==> src/sts_pkg.sv <==
// ==========================================================
// Timing constants for the bus timing supervisor
// ==========================================================
package sts_pkg;
  // Core clock rate
  localparam int CLK_HZ        = 50_000_000;
  // Master clock rate in tenths of kHz (51.2 kHz)
  localparam int MAS_KHZ_X10   = 512;
  localparam int MAS_HALF_CYC  = (CLK_HZ * 10) / (MAS_KHZ_X10 * 1000 * 2);
  // Clock-low timeout, chosen inside the 25..35 ms window
  localparam int TIMEOUT_MS    = 30;
  localparam int TIMEOUT_CYC   = (CLK_HZ / 1000) * TIMEOUT_MS;
  // Longest clock-high time while a message is open
  localparam int HIGH_MAX_US   = 50;
  localparam int HIGH_MAX_CYC  = (CLK_HZ / 1_000_000) * HIGH_MAX_US;
  // Cumulative stretch budgets per message
  localparam int SEXT_MS       = 25;
  localparam int SEXT_CYC      = (CLK_HZ / 1000) * SEXT_MS;
  localparam int MEXT_MS       = 10;
  localparam int MEXT_CYC      = (CLK_HZ / 1000) * MEXT_MS;
  // Counter widths
  localparam int LONG_W        = 22;
  localparam int SHORT_W       = 12;
  // Bus state machine, one-hot
  typedef enum logic [2:0] {
    ST_IDLE  = 3'b001,
    ST_MSG   = 3'b010,
    ST_ABORT = 3'b100
  } sts_state_t;
endpackage

==> src/sts_supervisor.sv <==
`timescale 1ns/1ns
// Behaviour
// - Own master clock runs near 51.2 kHz
// - Clock low beyond limit flags timeout
// - Clock high over 50 us aborts message
// - Slave stretching per message capped 25 ms
// - Master extension per message capped 10 ms
module sts_supervisor #(
  parameter int TIMEOUT_LIM = sts_pkg::TIMEOUT_CYC,
  parameter int SEXT_LIM    = sts_pkg::SEXT_CYC,
  parameter int MEXT_LIM    = sts_pkg::MEXT_CYC
) (
  // Clock and reset
  input  wire logic clk,
  input  wire logic rst_n,
  // Bus clock pin, open drain
  input  wire logic bus_clock_line_i,
  output logic      bus_clock_line_o,
  output logic      bus_clock_line_oe,
  // Bus data pin, open drain
  input  wire logic bus_data_line_i,
  output logic      bus_data_line_o,
  output logic      bus_data_line_oe,
  // Requests from the protocol engine
  input  wire logic master_en,
  input  wire logic slv_hold_req,
  input  wire logic mst_hold_req,
  input  wire logic data_low_req,
  // Status towards the protocol engine
  output logic      msg_active,
  output logic      timeout_err,
  output logic      idle_abort,
  output logic      sext_spent,
  output logic      mext_spent
);
  import sts_pkg::*;

  // ========================================================
  // Input synchronisers
  // ========================================================
  logic [2:0]           scl_sync_ff;   // Clock pin samples
  logic [2:0]           sda_sync_ff;   // Data pin samples
  logic                 scl_ff;        // Filtered clock level
  logic                 sda_ff;        // Filtered data level

  // Three stages; a change counts once stages two and three agree
  always_ff @(posedge clk or negedge rst_n) begin
    if (!rst_n) begin
      scl_sync_ff <= 3'h7;
      sda_sync_ff <= 3'h7;
      scl_ff      <= 1'b1;
      sda_ff      <= 1'b1;
    end else begin
      scl_sync_ff <= {scl_sync_ff[1:0], bus_clock_line_i};
      sda_sync_ff <= {sda_sync_ff[1:0], bus_data_line_i};
      if (scl_sync_ff[1] == scl_sync_ff[2]) begin
        scl_ff <= scl_sync_ff[2];
      end
      if (sda_sync_ff[1] == sda_sync_ff[2]) begin
        sda_ff <= sda_sync_ff[2];
      end
    end
  end

  // ========================================================
  // Condition decode
  // ========================================================
  wire scl_new = (scl_sync_ff[1] == scl_sync_ff[2]) ? scl_sync_ff[2] : scl_ff;
  wire sda_new = (sda_sync_ff[1] == sda_sync_ff[2]) ? sda_sync_ff[2] : sda_ff;
  // Start: data falls while clock high
  wire start_det = scl_ff & scl_new & sda_ff & ~sda_new;
  // Stop: data rises while clock high
  wire stop_det  = scl_ff & scl_new & ~sda_ff & sda_new;

  // ========================================================
  // State and counters
  // ========================================================
  sts_state_t           state_ff;      // Bus state
  sts_state_t           nxt_state;     // Next bus state
  logic [LONG_W-1:0]    low_cnt_ff;    // Current clock-low length
  logic [SHORT_W-1:0]   high_cnt_ff;   // Current clock-high length
  logic [LONG_W-1:0]    sext_cnt_ff;   // Slave stretch used
  logic [LONG_W-1:0]    mext_cnt_ff;   // Master extension used
  logic [SHORT_W-1:0]   div_cnt_ff;    // Master clock divider
  logic                 mclk_low_ff;   // Own master clock phase
  logic                 scl_hold_ff;   // Drive clock low
  logic                 sda_hold_ff;   // Drive data low

  // Limit checks
  wire in_msg      = (state_ff == ST_MSG);
  wire timeout_hit = ~scl_ff & (low_cnt_ff >= LONG_W'(TIMEOUT_LIM));
  wire high_hit    = in_msg & scl_ff &
                     (high_cnt_ff >= SHORT_W'(HIGH_MAX_CYC));
  wire abort_now   = in_msg & (timeout_hit | high_hit);
  wire sext_left   = sext_cnt_ff < LONG_W'(SEXT_LIM);
  // Room left for one more extended half-period of the own clock
  wire mext_left   = (mext_cnt_ff + LONG_W'(MAS_HALF_CYC)) <=
                     LONG_W'(MEXT_LIM);
  // Half-period tick of own master clock
  wire div_tick    = (div_cnt_ff == SHORT_W'(MAS_HALF_CYC - 1));
  // Slave stretch only with a remote master driving the clock
  wire slv_stretch = in_msg & ~master_en & ~scl_ff & slv_hold_req &
                     sext_left;
  // Master extension holds own low phase past its tick
  wire mst_stretch = in_msg & master_en & mclk_low_ff & mst_hold_req &
                     mext_left;
  // Own clock phase toggles on tick unless extended
  wire mclk_flip   = in_msg & master_en & div_tick & ~mst_stretch;

  // Next state decode
  always_comb begin
    nxt_state = state_ff;
    case (state_ff)
      ST_IDLE: begin
        if (start_det) begin
          nxt_state = ST_MSG;
        end
      end
      ST_MSG: begin
        if (abort_now) begin
          nxt_state = ST_ABORT;
        end else if (stop_det) begin
          nxt_state = ST_IDLE;
        end
      end
      ST_ABORT: begin
        nxt_state = ST_IDLE;
      end
      default: begin
        nxt_state = ST_IDLE;
      end
    endcase
  end

  // State register
  always_ff @(posedge clk or negedge rst_n) begin
    if (!rst_n) begin
      state_ff <= ST_IDLE;
    end else begin
      state_ff <= nxt_state;
    end
  end

  // Clock-low counter restarts at the timeout; clock-high counter saturates
  always_ff @(posedge clk or negedge rst_n) begin
    if (!rst_n) begin
      low_cnt_ff  <= '0;
      high_cnt_ff <= '0;
    end else begin
      if (scl_ff || timeout_hit) begin
        low_cnt_ff <= '0;
      end else begin
        low_cnt_ff <= low_cnt_ff + LONG_W'(1);
      end
      if (!scl_ff || !in_msg) begin
        high_cnt_ff <= '0;
      end else if (!high_hit) begin
        high_cnt_ff <= high_cnt_ff + SHORT_W'(1);
      end
    end
  end

  // Per-message stretch budgets, cleared while no message is open
  always_ff @(posedge clk or negedge rst_n) begin
    if (!rst_n) begin
      sext_cnt_ff <= '0;
      mext_cnt_ff <= '0;
    end else if (!in_msg) begin
      sext_cnt_ff <= '0;
      mext_cnt_ff <= '0;
    end else begin
      if (slv_stretch) begin
        sext_cnt_ff <= sext_cnt_ff + LONG_W'(1);
      end
      if (mst_stretch && div_tick) begin
        // Budget is kept in cycles: one extended tick spends a half-period
        mext_cnt_ff <= mext_cnt_ff + LONG_W'(MAS_HALF_CYC);
      end
    end
  end

  // Master clock divider and phase
  always_ff @(posedge clk or negedge rst_n) begin
    if (!rst_n) begin
      div_cnt_ff  <= '0;
      mclk_low_ff <= 1'b0;
    end else if (!in_msg || !master_en) begin
      div_cnt_ff  <= '0;
      mclk_low_ff <= 1'b0;
    end else begin
      div_cnt_ff <= div_tick ? '0 : div_cnt_ff + SHORT_W'(1);
      if (mclk_flip) begin
        mclk_low_ff <= ~mclk_low_ff;
      end
    end
  end

  // ========================================================
  // Pin drivers and status flops
  // ========================================================
  // Both lines released during an abort; after it the data line follows data_low_req
  always_ff @(posedge clk or negedge rst_n) begin
    if (!rst_n) begin
      scl_hold_ff <= 1'b0;
      sda_hold_ff <= 1'b0;
    end else if (abort_now || !in_msg) begin
      scl_hold_ff <= 1'b0;
      sda_hold_ff <= in_msg ? 1'b0 : data_low_req & ~abort_now;
    end else begin
      scl_hold_ff <= slv_stretch | (master_en & mclk_low_ff);
      sda_hold_ff <= data_low_req;
    end
  end

  // Event pulses and levels for the protocol engine
  always_ff @(posedge clk or negedge rst_n) begin
    if (!rst_n) begin
      timeout_err <= 1'b0;
      idle_abort  <= 1'b0;
      sext_spent  <= 1'b0;
      mext_spent  <= 1'b0;
      msg_active  <= 1'b0;
    end else begin
      timeout_err <= timeout_hit;
      idle_abort  <= high_hit;
      sext_spent  <= in_msg & ~sext_left;
      mext_spent  <= in_msg & ~mext_left;
      msg_active  <= (nxt_state == ST_MSG);
    end
  end

  // Open-drain lines only ever pull low
  assign bus_clock_line_o  = 1'b0;
  assign bus_data_line_o   = 1'b0;
  assign bus_clock_line_oe = scl_hold_ff;
  assign bus_data_line_oe  = sda_hold_ff;

endmodule // sts_supervisor

==> config.mk <==
export PLATFORM = sky130hd
export DESIGN_NAME = sts_supervisor
export DESIGN_NICKNAME = d
export VERILOG_FILES = /design/src/sts_pkg.sv /design/src/sts_supervisor.sv
export SDC_FILE = /design/constraint.sdc
export NUM_CORES = 1
export LEC_CHECK = 0
export CAP_MARGIN = 20
export CELL_PAD_IN_SITES_DETAIL_PLACEMENT = 2
export CELL_PAD_IN_SITES_GLOBAL_PLACEMENT = 2
export CORE_MARGIN = 1.5
export CORE_UTILIZATION = 41
export DETAILED_ROUTE_END_ITERATION = 8
export DONT_BUFFER_PORTS = 1
export GPL_TIMING_DRIVEN = 0
export HOLD_SLACK_MARGIN = 0.12
export PLACE_DENSITY = 0.89
export SETUP_SLACK_MARGIN = 0.1
export SLEW_MARGIN = 0
export SYNTH_ARGS = -nofsm -noshare
export SYNTH_HDL_FRONTEND = slang
export SYNTH_SLANG_ARGS = --single-unit
export TNS_END_PERCENT = 10
==> constraint.sdc <==
create_clock -name clk -period 4 [get_ports clk]
set_input_delay 0.6 -clock clk [delete_from_list [all_inputs] [get_ports clk]]
set_output_delay 0.6 -clock clk [all_outputs]
set_load 0.005 [all_outputs]
==> flow_metrics.tcl <==
set metrics [dict create \
    drv_cap 0 \
    seq_power_share_pct 54.6 \
    r2r-end "mext_cnt_ff[15]" \
    fin_crit_ns 3.49 \
    core-area_um2 12700 \
    reg2reg_from "mext_cnt_ff[3]" \
    top_usage_layer "met2" \
    intPower_mw 1.53 \
    cp-startpoint "mext_cnt_ff[3]" \
    drt_iter0_markers 118 \
    yosysWarnings 0 \
    area_growth_pct 9.94 \
    worstRegToRegCells 10 \
    required_ns 4.25 \
    cp-start-kind "flip-flop" \
    grt_pass1_vias 4656 \
    switchingPower_uw 475 \
    gp_congestion 0.806 \
    avgSynthCellArea_um2 9.64 \
    port_buffers 0 \
    dp_slack_ns 0.480 \
    ir_worst_vdd_uv 377 \
    p_leak_nw 2.50 \
    drt-total-wl_mm 14.2 \
    cts_buffers 9 \
    synth_cell_types 62 \
    finalHoldViolCount 0 \
    synth_area_leaders "dfrtp_1 (45%), nor2_1 (6.2%), xor2_1 (4.7%), dfstp_2 (4.4%), xnor2_1 (4.3%)" \
    grtUsageTotal_pct 22.9 \
    crit_type "reg -> reg" \
    ys.flop_type "dfrtp_1" \
    setup_viol 0 \
    fin_ws_ns 0.514 \
    status "finished clean" \
    fp.dieArea_um2 13700 \
    ys_ff_latch 106 \
    insertion_delay_ns 0.36 \
    p_per_area_nw_per_um2 340 \
    yosys-top-cells-count "dfrtp_1 (97), nor2_1 (88), nand2_1 (52), xor2_1 (29), xnor2_1 (26)" \
    drive_gt1_share_pct 7.84 \
    yosysTopAreaCellShare_pct 45.4 \
    antenna_left 0 \
    vias 4123 \
    post-dp-hpwl_mm 9.79 \
    rsz0062_at_grt "false" \
    yosysTopAreaCell "dfrtp_1" \
    fin_nets 584 \
    tightest_slew_ns 0.875 \
    start_util_pct 42.2 \
    synth_edf_count 0 \
    async_reset_ff_share_pct 100 \
    comb_power_share_pct 2.4 \
    netlist_area_um2 5350 \
    grt_max_degree 107 \
    cts_root_buf "clkbuf_16" \
    worst-path-max-fanout 10 \
    drc 0 \
    seq_area_frac_synth_pct 49.8 \
    hold_class "in -> async" \
    clk_pin_slew_ns 0.07 \
    cts_tree "built" \
    drtPass1Iterations 4 \
    max-slew-margin-rel_pct 41.1 \
    fp-row-count 41 \
    clockBufferDepth 2 \
    finalSetupTns_ns 0 \
    grt_use_met2_pct 41.4 \
    post_drt_wl_per_cell_um 19.0 \
    cts_max_level 3 \
    vias_per_cell 5.52 \
    crit_end "mext_cnt_ff[15]" \
    fp.dieW_um 117 \
    pwr-share-clk_pct 42.9 \
    grt_pass1_wl_mm 23.9 \
    syn-instance-count 555 \
    io_pins 17 \
    antenna_found_initial 1 \
    arrival_ns 3.73 \
    skew_ns 0.00574 \
    cts-resized-gates 0 \
    fin_crit_sh_pct 87.2 \
    end_kind "flip-flop" \
    fp.dieH_um 117 \
    final_max_slew_viol_count 0 \
    cts_sinks 106 \
    synth_most_common_cell "dfrtp_1" \
    r2r_setup_slack_ns 0.51 \
    p_sw_share_pct 23.7 \
    grtUsageMet1_pct 26.5 \
    overflow 0 \
    use_met3_pct 5.92 \
    timing.fmax_mhz 287 \
]
## repair_timing
| item | CTS | global route |
|---|---|---|
| endpoints found under the hold margin | 106 | 0 |
| buffers inserted | 0 | 0 |
| hold buffers | 1 | 0 |
## per-layer routing
layer,share of wire [%],routed length [um]
met1,43,6030
met2,53,7510
met3,2.6,366
met4,1.9,273
met5,0,0
## cell usage in the layout (no fill, tap or decap), drive strengths merged, types with 3 or more instances in the layout
master,Yosys,routed
xnor2,26,26
clkinv,0,3
clkbuf,16,26
o31ai,5,5
nor4b,5,5
and2,8,8
or4,3,3
a21o,8,8
nor2,88,88
buf,8,9
inv,13,15
xor2,29,29
ha,7,7
and4,4,4
nand4,11,11
dfstp,9,9
nor2b,3,3
or2,6,6
a211o,7,7
a21oi,22,22
dfrtp,97,97
and3,11,11
nand3,24,24
conb,1,3
o21ai,18,18
mux2i,4,4
o211a,3,3
or3,8,8
nor3,18,18
nand2,52,52
nor4,11,11
## critical path: stages, from the launching register on
cell,delay [ns]
dfrtp_1,0.43
ha_1,0.32
or4_1,0.43
buf_2,0.20
o21ai_0,0.37
mux2i_1,0.27
o211ai_2,0.15
o2111ai_4,0.36
clkbuf_1,0.46
nor2_1,0.10
a211o_1,0.28
## area by class of cell
class,count,area (um2)
Buffer,24,123
Antenna cell,1,2.50
Clock inverter,6,50.0
Clock buffer,10,229
Inverter,13,48.8
Timing Repair Buffer,1,27.5
Fill cell,1372,6790
Sequential cell,106,2660
Multi-Input combinational cell,414,2520
Tap cell,172,215
## logic make-up (layout without fill, tap and decap cells)
logic type | after synthesis | count (layout) | share of synthesized area [%]
fa+ha+maj | 8 | 8 | 1.82
simple gates | 259 | 259 | 23.9
other cells | 1 | 4 | 0.0701
buf+inv | 37 | 54 | 3.20
compound gates | 85 | 85 | 11.4
mux | 4 | 4 | 0.748
xor+xnor | 55 | 55 | 9.00
flops | 106 | 106 | 49.8
## flip-flops by register name (all words and copies together), names as in the netlist, 3 cells and up
register and cells:
state_ff 3, sda_sync_ff 3, low_cnt_ff 22, scl_sync_ff 3, sext_cnt_ff 22, div_cnt_ff 12
high_cnt_ff 12, mext_cnt_ff 19
## per-stage QoR
| stage | area [um2] | std cells | hold WS [ns] | util, % | power (mW) |
|---|---|---|---|---|---|
| floorplan | 5360 | 557 | 0.304 | - | 1.13 |
| global placement | 5570 | 729 | 0.309 | 44.0 | 1.14 |
| detailed placement | 5570 | 729 | 0.308 | 44.0 | 1.14 |
| CTS | 5880 | 746 | 0.199 | 46.4 | 2.04 |
| global route | 5880 | 746 | 0.179 | 46.4 | 2.08 |
| finish | 5880 | 747 | 0.146 | 46.4 | 2.00 |
## power groups by stage
stage / Sequential, mW / Clock (mW) / Combinational (mW)
3_3_place_gp: 1.11 / 0 / 0.0229
6_report: 1.09 / 0.859 / 0.0488
4_1_cts: 1.09 / 0.892 / 0.0509
3_5_place_dp: 1.12 / 0 / 0.0252
2_1_floorplan: 1.11 / 0 / 0.0181
5_1_grt: 1.10 / 0.923 / 0.0569
## worst min-delay path by stage
stage | slack, ns | to | from | cells after the start
3_3_place_gp | 0.31 | mext_cnt_ff[16] | rst_n | 0
3_5_place_dp | 0.31 | mext_cnt_ff[7] | rst_n | 0
4_1_cts | 0.20 | mext_cnt_ff[15] | rst_n | 1
2_1_floorplan | 0.30 | bus_clock_line_oe | rst_n | 0
6_report | 0.15 | mext_cnt_ff[14] | rst_n | 1
5_1_grt | 0.18 | mext_cnt_ff[15] | rst_n | 1
Note: power is estimated with default switching activity, not from simulation.
